## src/verilog/cff_pkg.sv

```systemverilog
// Package with register map, reset values and encodings of the frame configuration bank
package cff_pkg;
	localparam logic [7:0] ADDR_FSYNC_LOW_UPPER = 8'h1b;
	localparam logic [7:0] ADDR_FSYNC_LOW_LOWER = 8'h1c;
	localparam logic [7:0] ADDR_FRAME_LIMIT_UPPER = 8'h1d;
	localparam logic [7:0] ADDR_FRAME_LIMIT_LOWER = 8'h1e;
	localparam logic [7:0] ADDR_LANE_RATE_SELECT = 8'h1f;
	localparam logic [7:0] ADDR_PORT_FORWARD_CONTROL = 8'h20;
	localparam logic [7:0] ADDR_FSYNC_CONTROL = 8'h21;
	localparam logic [7:0] ADDR_FSYNC_HIGH_UPPER = 8'h22;
	localparam logic [7:0] ADDR_FSYNC_HIGH_LOWER = 8'h23;
	localparam logic [7:0] ADDR_FRAME_NUMBER_UPPER = 8'h24;
	localparam logic [7:0] ADDR_FRAME_NUMBER_LOWER = 8'h25;

	localparam logic [7:0] RST_FSYNC_LOW = 8'h00;
	localparam logic [7:0] RST_FRAME_LIMIT_UPPER = 8'h00;
	localparam logic [7:0] RST_FRAME_LIMIT_LOWER = 8'h04;
	localparam logic [1:0] RST_LANE_RATE = 2'h2;
	localparam logic RST_LANE_SPARE = 1'b0;
	localparam logic [3:0] RST_FORWARD_OFF = 4'hf;
	localparam logic [3:0] RST_OUTPUT_SELECT = 4'h0;
	localparam logic [7:0] RST_FSYNC_CONTROL = 8'h00;
	localparam logic [7:0] RST_FSYNC_HIGH = 8'h00;
	localparam logic [15:0] RST_FRAME_NUMBER = 16'h0000;

	localparam int LANE_SPARE_BIT = 2;
	localparam int FORWARD_OFF_LSB = 4;
	localparam int FSYNC_ENABLE_BIT = 0;
	localparam int FSYNC_PATTERN_BIT = 1;
	localparam int FSYNC_INIT_BIT = 2;

	typedef enum logic [1:0] {
		CFF_RATE_FAST = 2'h0,
		CFF_RATE_RESERVED = 2'h1,
		CFF_RATE_800M = 2'h2,
		CFF_RATE_400M = 2'h3
	} cff_rate_e;
endpackage

```

## src/verilog/cff_frame_config_regs.sv

```systemverilog
// Frame numbering, frame-sync generator and forwarding configuration register bank
//
// Operation
// In raw operation each generated frame start and end packet carries a sixteen-bit frame number.
// A frame count limit of zero disables numbering so every frame number is zero.
// With a non-zero limit the frame number counts 1 up to the limit and then wraps to 1.
// The frame count limit is sixteen bits split over two byte registers, lower byte resetting to 4, upper to 0.
// The sync low period is sixteen bits split over two byte registers, both resetting to zero.
// A programmed sync period value yields a phase one cycle longer than the value.
// A two-bit lane rate field selects 1.5/1.6 Gbps, reserved, 800 Mbps or 400 Mbps and resets to 10.
// Bits 7 to 4 of the forward control register disable forwarding of ports 3 to 0 and reset to one.
// Bit 3 of the forward control register sends port 3 to output 0 when clear and output 1 when set.
// Software should disable forwarding of a port before changing its output mapping.
// In the lane rate register bits 7:3 read zero and bit 2 is a spare writable bit resetting to zero.
// Separate mode times high and low phases apart; half mode uses one 24-bit value for both phases.
// Bits 2 to 0 of the forward control register map ports 2 to 0 to output 0 or output 1.
// Multi-byte counts are captured whole at reload so a half-written pair never acts mid-period.
`timescale 1ns/1ps
module cff_frame_config_regs (
	input wire logic clock,
	input wire logic rst_b,
	input wire logic clk_en,
	input wire logic [7:0] reg_addr,
	input wire logic [7:0] reg_wdata,
	input wire logic reg_wr,
	input wire logic reg_rd,
	output logic [7:0] reg_rdata,
	input wire logic frame_start,
	output logic [15:0] frame_number,
	output logic camera_sync_pulse,
	output logic [1:0] lane_rate,
	output logic [3:0] forward_off,
	output logic [3:0] output_select
);
	logic [7:0] fsync_low_upper_field, next_fsync_low_upper_field;
	logic [7:0] fsync_low_lower_field, next_fsync_low_lower_field;
	logic [7:0] frame_limit_upper_field, next_frame_limit_upper_field;
	logic [7:0] frame_limit_lower_field, next_frame_limit_lower_field;
	logic [1:0] rate, next_rate;
	logic lane_spare, next_lane_spare;
	logic [3:0] fwd_off, next_fwd_off;
	logic [3:0] out_sel, next_out_sel;
	logic [7:0] fsync_ctl, next_fsync_ctl;
	logic [7:0] fsync_high_upper, next_fsync_high_upper;
	logic [7:0] fsync_high_lower, next_fsync_high_lower;
	logic [7:0] rdata, next_rdata;

	// Frame counter state
	logic [15:0] frame_num, next_frame_num;

	// Generator state
	logic sync_level, next_sync_level;
	logic [23:0] phase_count, next_phase_count;
	logic [23:0] phase_load;
	logic gen_run, next_gen_run;

	logic [15:0] low_period;
	logic [15:0] high_period;
	logic [15:0] limit_prog;
	logic [23:0] half_period;

	assign low_period = {fsync_low_upper_field, fsync_low_lower_field};
	assign high_period = {fsync_high_upper, fsync_high_lower};
	assign limit_prog = {frame_limit_upper_field, frame_limit_lower_field};
	assign half_period = {fsync_high_lower, fsync_low_upper_field, fsync_low_lower_field};

	function automatic logic hit(input logic [7:0] addr, input logic [7:0] target);
		hit = (addr == target);
	endfunction

	// Register writes and read mux
	always_comb begin
		next_fsync_low_upper_field = fsync_low_upper_field;
		next_fsync_low_lower_field = fsync_low_lower_field;
		next_frame_limit_upper_field = frame_limit_upper_field;
		next_frame_limit_lower_field = frame_limit_lower_field;
		next_rate = rate;
		next_lane_spare = lane_spare;
		next_fwd_off = fwd_off;
		next_out_sel = out_sel;
		next_fsync_ctl = fsync_ctl;
		next_fsync_high_upper = fsync_high_upper;
		next_fsync_high_lower = fsync_high_lower;
		next_rdata = 8'h00;
		if (reg_wr) begin
			if (hit(reg_addr, cff_pkg::ADDR_FSYNC_LOW_UPPER)) begin
				next_fsync_low_upper_field = reg_wdata;
			end
			if (hit(reg_addr, cff_pkg::ADDR_FSYNC_LOW_LOWER)) begin
				next_fsync_low_lower_field = reg_wdata;
			end
			if (hit(reg_addr, cff_pkg::ADDR_FRAME_LIMIT_UPPER)) begin
				next_frame_limit_upper_field = reg_wdata;
			end
			if (hit(reg_addr, cff_pkg::ADDR_FRAME_LIMIT_LOWER)) begin
				next_frame_limit_lower_field = reg_wdata;
			end
			if (hit(reg_addr, cff_pkg::ADDR_LANE_RATE_SELECT)) begin
				next_rate = reg_wdata[1:0];
				next_lane_spare = reg_wdata[cff_pkg::LANE_SPARE_BIT];
			end
			if (hit(reg_addr, cff_pkg::ADDR_PORT_FORWARD_CONTROL)) begin
				next_fwd_off = reg_wdata[7:4];
				next_out_sel = reg_wdata[3:0];
			end
			if (hit(reg_addr, cff_pkg::ADDR_FSYNC_CONTROL)) begin
				next_fsync_ctl = reg_wdata;
			end
			if (hit(reg_addr, cff_pkg::ADDR_FSYNC_HIGH_UPPER)) begin
				next_fsync_high_upper = reg_wdata;
			end
			if (hit(reg_addr, cff_pkg::ADDR_FSYNC_HIGH_LOWER)) begin
				next_fsync_high_lower = reg_wdata;
			end
		end
		if (reg_rd) begin
			unique case (reg_addr)
				cff_pkg::ADDR_FSYNC_LOW_UPPER: next_rdata = fsync_low_upper_field;
				cff_pkg::ADDR_FSYNC_LOW_LOWER: next_rdata = fsync_low_lower_field;
				cff_pkg::ADDR_FRAME_LIMIT_UPPER: next_rdata = frame_limit_upper_field;
				cff_pkg::ADDR_FRAME_LIMIT_LOWER: next_rdata = frame_limit_lower_field;
				cff_pkg::ADDR_LANE_RATE_SELECT: next_rdata = {5'h00, lane_spare, rate};
				cff_pkg::ADDR_PORT_FORWARD_CONTROL: next_rdata = {fwd_off, out_sel};
				cff_pkg::ADDR_FSYNC_CONTROL: next_rdata = fsync_ctl;
				cff_pkg::ADDR_FSYNC_HIGH_UPPER: next_rdata = fsync_high_upper;
				cff_pkg::ADDR_FSYNC_HIGH_LOWER: next_rdata = fsync_high_lower;
				cff_pkg::ADDR_FRAME_NUMBER_UPPER: next_rdata = frame_num[15:8];
				cff_pkg::ADDR_FRAME_NUMBER_LOWER: next_rdata = frame_num[7:0];
				default: next_rdata = 8'h00;
			endcase
		end
	end

	always_ff @(posedge clock or negedge rst_b) begin
		if (!rst_b) begin
			fsync_low_upper_field <= cff_pkg::RST_FSYNC_LOW;
			fsync_low_lower_field <= cff_pkg::RST_FSYNC_LOW;
			frame_limit_upper_field <= cff_pkg::RST_FRAME_LIMIT_UPPER;
			frame_limit_lower_field <= cff_pkg::RST_FRAME_LIMIT_LOWER;
			rate <= cff_pkg::RST_LANE_RATE;
			lane_spare <= cff_pkg::RST_LANE_SPARE;
			fwd_off <= cff_pkg::RST_FORWARD_OFF;
			out_sel <= cff_pkg::RST_OUTPUT_SELECT;
			fsync_ctl <= cff_pkg::RST_FSYNC_CONTROL;
			fsync_high_upper <= cff_pkg::RST_FSYNC_HIGH;
			fsync_high_lower <= cff_pkg::RST_FSYNC_HIGH;
			rdata <= 8'h00;
		end else if (clk_en) begin
			fsync_low_upper_field <= next_fsync_low_upper_field;
			fsync_low_lower_field <= next_fsync_low_lower_field;
			frame_limit_upper_field <= next_frame_limit_upper_field;
			frame_limit_lower_field <= next_frame_limit_lower_field;
			rate <= next_rate;
			lane_spare <= next_lane_spare;
			fwd_off <= next_fwd_off;
			out_sel <= next_out_sel;
			fsync_ctl <= next_fsync_ctl;
			fsync_high_upper <= next_fsync_high_upper;
			fsync_high_lower <= next_fsync_high_lower;
			rdata <= next_rdata;
		end
	end

	assign reg_rdata = rdata;
	assign lane_rate = rate;
	assign forward_off = fwd_off;
	assign output_select = out_sel;

	// Frame numbering; the limit is read only on a frame start so byte writes between frames never tear it
	always_comb begin
		next_frame_num = frame_num;
		if (frame_start) begin
			if (limit_prog == 16'h0000) begin
				next_frame_num = 16'h0000;
			end else if (frame_num >= limit_prog || frame_num == 16'h0000) begin
				next_frame_num = 16'h0001;
			end else begin
				next_frame_num = frame_num + 16'h0001;
			end
		end
	end

	always_ff @(posedge clock or negedge rst_b) begin
		if (!rst_b) begin
			frame_num <= cff_pkg::RST_FRAME_NUMBER;
		end else if (clk_en) begin
			frame_num <= next_frame_num;
		end
	end

	assign frame_number = frame_num;

	// Sync generator; each phase after the first following enable lasts its programmed value plus one cycle
	always_comb begin
		phase_load = 24'h000000;
		if (fsync_ctl[cff_pkg::FSYNC_PATTERN_BIT]) begin
			phase_load = half_period;
		end else if (sync_level) begin
			phase_load = {8'h00, low_period};
		end else begin
			phase_load = {8'h00, high_period};
		end
		next_sync_level = sync_level;
		next_phase_count = phase_count;
		next_gen_run = fsync_ctl[cff_pkg::FSYNC_ENABLE_BIT];
		if (!fsync_ctl[cff_pkg::FSYNC_ENABLE_BIT]) begin
			next_sync_level = fsync_ctl[cff_pkg::FSYNC_INIT_BIT];
			next_phase_count = 24'h000000;
		end else if (!gen_run) begin
			next_phase_count = fsync_ctl[cff_pkg::FSYNC_PATTERN_BIT] ? half_period
				: (sync_level ? {8'h00, high_period} : {8'h00, low_period});
		end else if (phase_count == 24'h000000) begin
			next_sync_level = !sync_level;
			next_phase_count = phase_load;
		end else begin
			next_phase_count = phase_count - 24'h000001;
		end
	end

	always_ff @(posedge clock or negedge rst_b) begin
		if (!rst_b) begin
			sync_level <= 1'b0;
			phase_count <= 24'h000000;
			gen_run <= 1'b0;
		end else if (clk_en) begin
			sync_level <= next_sync_level;
			phase_count <= next_phase_count;
			gen_run <= next_gen_run;
		end
	end

	assign camera_sync_pulse = sync_level;

	property p_zero_limit;
		@(posedge clock) disable iff (!rst_b)
		(clk_en && frame_start && limit_prog == 16'h0000) |=> (frame_number == 16'h0000);
	endproperty
	a_zero_limit: assert property (p_zero_limit) else $error("Frame number not zero with zero limit");

	property p_wrap;
		@(posedge clock) disable iff (!rst_b)
		(clk_en && frame_start && limit_prog != 16'h0000 && frame_num >= limit_prog) |=> (frame_number == 16'h0001);
	endproperty
	a_wrap: assert property (p_wrap) else $error("Frame number did not wrap to one");

	property p_step;
		@(posedge clock) disable iff (!rst_b)
		(clk_en && frame_start && frame_num != 16'h0000 && frame_num < limit_prog)
			|=> (frame_number == $past(frame_num) + 16'h0001);
	endproperty
	a_step: assert property (p_step) else $error("Frame number did not advance by one");

	property p_hold;
		@(posedge clock) disable iff (!rst_b)
		(!frame_start || !clk_en) |=> $stable(frame_number);
	endproperty
	a_hold: assert property (p_hold) else $error("Frame number moved without frame start");

	property p_rate_reserved;
		@(posedge clock) disable iff (!rst_b)
		(clk_en && reg_rd && reg_addr == cff_pkg::ADDR_LANE_RATE_SELECT) |=> (reg_rdata[7:3] == 5'h00);
	endproperty
	a_rate_reserved: assert property (p_rate_reserved) else $error("Reserved rate bits not zero");

	property p_fwd_write;
		@(posedge clock) disable iff (!rst_b)
		(clk_en && reg_wr && reg_addr == cff_pkg::ADDR_PORT_FORWARD_CONTROL)
			|=> (forward_off == $past(reg_wdata[7:4]) && output_select == $past(reg_wdata[3:0]));
	endproperty
	a_fwd_write: assert property (p_fwd_write) else $error("Forward control write not applied");

	property p_rate_write;
		@(posedge clock) disable iff (!rst_b)
		(clk_en && reg_wr && reg_addr == cff_pkg::ADDR_LANE_RATE_SELECT) |=> (lane_rate == $past(reg_wdata[1:0]));
	endproperty
	a_rate_write: assert property (p_rate_write) else $error("Lane rate write not applied");

	property p_zero_period;
		@(posedge clock) disable iff (!rst_b)
		(clk_en && gen_run && fsync_ctl[cff_pkg::FSYNC_ENABLE_BIT] && phase_count == 24'h000000)
			|=> (camera_sync_pulse != $past(camera_sync_pulse));
	endproperty
	a_zero_period: assert property (p_zero_period) else $error("Sync phase did not end at count zero");
endmodule

```

## config.mk

```make
export PLATFORM = sky130hd
export DESIGN_NAME = cff_frame_config_regs
export DESIGN_NICKNAME = d
export VERILOG_FILES = /design/src/verilog/cff_pkg.sv /design/src/verilog/cff_frame_config_regs.sv
export SDC_FILE = /design/constraint.sdc
export NUM_CORES = 1
export LEC_CHECK = 0
export ABC_AREA = 1
export BUFFER_PORTS_ARGS = -buffer_cell sky130_fd_sc_hd__buf_2
export CORE_MARGIN = 1.5
export CORE_UTILIZATION = 45
export DETAILED_ROUTE_END_ITERATION = 16
export PLACE_DENSITY = 0.69
export SLEW_MARGIN = 10
export SYNTH_ARGS = -nofsm -noshare
export SYNTH_HDL_FRONTEND = slang
export SYNTH_SLANG_ARGS = --single-unit
```

## constraint.sdc

```tcl
create_clock -name clock -period 2 [get_ports clock]
set_input_delay 0 -clock clock [delete_from_list [all_inputs] [get_ports clock]]
set_output_delay 0 -clock clock [all_outputs]
set_load 0.01 [all_outputs]
```

==> PnR_summary.wiki <==
{| class="wikitable"
! Metric !! Value
|-
| Maximum clock path buffer count || 2
|-
| Placement row count || 47
|-
| Post-CTS Setup Bufs || 0
|-
| Required time of the critical path || 2.32 ns
|-
| GR met2 Demand/Resource || 41.5%
|-
| Synth Area in Compound Gates || 10.7%
|-
| Worst clock skew || 0.00791 ns
|-
| Vias in the first global route || 6989
|-
| Post-synthesis to final-layout area growth || 16.3%
|-
| Depth of the worst register-to-register path || 10
|-
| Nets || 1228
|-
| Commonest cells in the synthesized netlist || 342 x sky130_fd_sc_hd__nand2_1, 131 x sky130_fd_sc_hd__nand3_1, 111 x sky130_fd_sc_hd__dfrtp_1, 108 x sky130_fd_sc_hd__nor2_1, 105 x sky130_fd_sc_hd__inv_1
|-
| Number of max-slew violations in the final report || 0
|-
| Count of synthesis-stage warnings from yosys || 0
|-
| Overall global routing resource usage || 27.3%
|-
| Startpoint of the worst setup timing path || phase_count[0]
|-
| Remaining Overflow, GRT || 0
|-
| I/O pin total || 57
|-
| Power per cell area || 706 nW/um2
|-
| Number of max-cap violations || 0
|-
| Cell family with the largest share of critical-path delay || simple AND/OR/NAND/NOR gates
|-
| Sequence of cells on the critical path || inv_1 -> ha_1 -> nand3_1 -> nor2_1 -> nand3_2 -> buf_4 -> o21ai_0 -> o211ai_2 -> nand3_1 -> nand2_1
|-
| Diode insertion count for antenna repair || 0
|-
| Sequential cell area fraction in the yosys report || 37.9%
|-
| Met3 usage in global routing || 5.44%
|-
| Critical Path AT || 2.13 ns
|-
| Tightest hold margin || 0.0112 ns
|-
| Mux share of post-synthesis cell area || 0.145%
|-
| Fraction of layout instances using a drive strength above 1 || 14.3%
|-
| Endpoint class of the critical path || flop
|-
| Yosys top cell by area || sky130_fd_sc_hd__dfrtp_1
|-
| Setup slack of the most critical reg-to-reg path || 0.18 ns
|-
| Largest net degree at the start of global routing || 55
|-
| Avg Inst Size Synth || 6.95 um2
|-
| Final clock period utilization by the worst path || 90.9%
|-
| Worst path most repeated cell || sky130_fd_sc_hd__nand3_1
|-
| Routed length per placed instance || 16.4 um
|-
| Worst vdd rail ir drop || 0.636 mV
|-
| Number of buffers inserted during clock tree synthesis || 17
|-
| Port Buffers || 56
|-
| Min-Delay Path Depth || 3
|-
| Worst setup slack after placement || 0.164 ns
|-
| Critical Path Fanout Max || 13
|-
| Xor and xnor area share after synthesis || 2.71%
|-
| Dominant synthesized flop cell || sky130_fd_sc_hd__dfrtp_1
|-
| Remaining number of nets flagged by the antenna check after routing || 0
|-
| CTS tree || built
|-
| Max-Slew Margin vs Limit || 59.1%
|-
| Clk_lat worst skew || 0.43 ns
|-
| Grt peak-use layer || met2
|-
| Die extent in x || 134 um
|-
| Count of distinct cell types in the synthesized netlist || 38
|-
| Worst hold path class || input port to flop
|-
| Tot Pwr || 6.36 mW
|-
| Detail Placement HPWL || 16700 um
|-
| Initial antenna violation count || 0
|-
| Adder-cell area share of the yosys netlist || 3.23%
|-
| Synth Net Count || 1156
|-
| Buf/Inv on CP || 2
|-
| Cell at the root of the clock tree || sky130_fd_sc_hd__clkbuf_16
|-
| DRT Pass-1 Iters || 6
|-
| # H-tree levels || 4
|-
| Share of the core filled with cells in the final layout || 53.9%
|-
| GR Util met1 || 38.7%
|-
| Least-Margin Pin Slew || 0.612 ns
|-
| Area fraction of the dominant cell type after synthesis || 35.9%
|-
| Cell type of the slowest stage on the worst timing path || sky130_fd_sc_hd__dfrtp_1
|-
| Total number of vias || 7655
|-
| Routability congestion estimate || 0.962
|-
| Capture instance of the worst register-to-register path || phase_count[4]
|-
| Initial drt markers || 920
|-
| Final TNS setup || 0 ns
|-
| Async set-or-reset flop fraction in the synthesized netlist || 100%
|-
| Hold endpoint || forward_off[3]
|-
| Most repeated cell in the gate-level netlist after synthesis || sky130_fd_sc_hd__nand2_1
|-
| Vias per Instance || 5.39
|-
| Core area || 16700 um2
|-
| Hold Vio Cnt, Final || 0
|-
| Largest stage delay on the critical path || 0.36 ns
|-
| Synthesized instance count || 1114
|-
| Die Y || 134 um
|-
| Initial core utilization || 46.4%
|-
| Wirelength, routed || 23300 um
|-
| Final routed DRC violation total || 0
|-
| Status || finished, final reports clean
|-
| Number of flip-flops and latches in the synthesized netlist || 117
|-
| Critical path startpoint category || flop
|-
| Combinational family with the most area after synthesis || simple AND/OR/NAND/NOR gates
|-
| Ranking of synthesized cells by area || sky130_fd_sc_hd__dfrtp_1 36%, sky130_fd_sc_hd__nand2_1 17%, sky130_fd_sc_hd__nand3_1 8.5%, sky130_fd_sc_hd__o21ai_0 5.9%, sky130_fd_sc_hd__nor2_1 5.2%
|-
| Area of the die || 18000 um2
|-
| Min Clock Period, post-route || 1.82 ns
|-
| Final-report setup violation count || 0
|-
| Startpoint of the most critical register-to-register path || phase_count[0]
|-
| CTS sink cnt || 117
|-
| Leakage || 4.74 nW
|-
| Area of the mapped netlist || 7740 um2
|-
| Unrepaired setup endpoints after global routing || no
|-
| Number of enable-type register cells in the synthesized netlist || 0
|-
| Kind of critical path || flop to flop
|-
| Worst setup margin || 0.181 ns
|-
| Clock-pin slew of the registers on the worst-case setup and hold paths || 0.06 ns
|-
| Hold path startpoint || reg_wdata[7]
|-
| Timing-limited maximum frequency || 550 MHz
|-
| Global-route wire length before repair || 37900 um
|-
| Fraction of the mapped netlist area in simple logic gates || 37.0%
|}
## repair_timing
item                                    CTS  global route
endpoints found under the setup margin    0            12
hold buffers                              2             0
hold endpoints to repair                119             0
resized for setup                         0             2
## worst max-delay path by stage
| stage | to | cells past startpoint |
|---|---|---|
| final | phase_count[4] | 10 |
| after CTS | frame_number[6] | 12 |
| after global placement | frame_number[6] | 12 |
| after floorplan | frame_number[11] | 10 |
| after detailed placement | frame_number[6] | 12 |
| after global routing | phase_count[17] | 11 |
## per-stage QoR
step	cells	instance area [um2]
floorplan	1114	7740
global placement	1385	8360
detailed placement	1385	8360
CTS	1419	9000
global route	1419	9000
finish	1419	9000
## layer usage
metal  vias to the layer above  wire, um
met5                         -         0
met4                         0       598
met3                        50      1710
met2                       335     10600
met1                      3491     10400
li1                       3779         -
## placed cells by master (no fill, tap or decap), drive strengths merged, types with 6 or more instances in the layout
master	n
nor3	17
o211ai	9
dfstp	6
nand4	27
clkbuf	17
ha	20
xor2	21
inv	113
nand2	347
a21oi	21
nand3	137
o21ai	118
buf	91
dfrtp	111
nor2	123
## power by group
group	internal (mW)	switching [mW]
sequential	2.42	0.0564
combinational	0.191	0.431
clock	1.99	1.27
## worst register-to-register path: cells and delay by family, from the launching register on
kind                     cells  cell delay [ns]
adder cells (fa/ha/maj)      1             0.21
flip-flops                   1             0.36
buffers and inverters        2             0.39
AO/OA/AOI/OAI                2             0.22
AND/OR/NAND/NOR              5             0.53
## logic make-up (layout without fill, tap and decap cells)
kind of cell	count (synthesis)	in the layout
xor+xnor	24	24
simple gates	654	654
mux	1	1
fa+ha+maj	20	20
flops	117	117
buf+inv	148	233
compound gates	150	150
## cell type report
class | count | area, um2
Clock inverter | 15 | 191
Sequential cell | 117 | 2940
Multi-Input combinational cell | 849 | 4170
Inverter | 108 | 405
Fill cell | 1614 | 7700
Timing Repair Buffer | 93 | 603
Clock buffer | 17 | 425
Tap cell | 220 | 275
## state kept, by name, summed over array words and instances (netlist names), 2 cells and up
name and count:
forward_off 4, fsync_low_lower_field 8, phase_count 24, fsync_low_upper_field 8, fsync_ctl 8, reg_rdata 8
frame_limit_lower_field 8, lane_rate 2, frame_number 16, fsync_high_lower 8, fsync_high_upper 8, frame_limit_upper_field 8
output_select 4
Note: power is estimated with default switching activity, not from simulation.
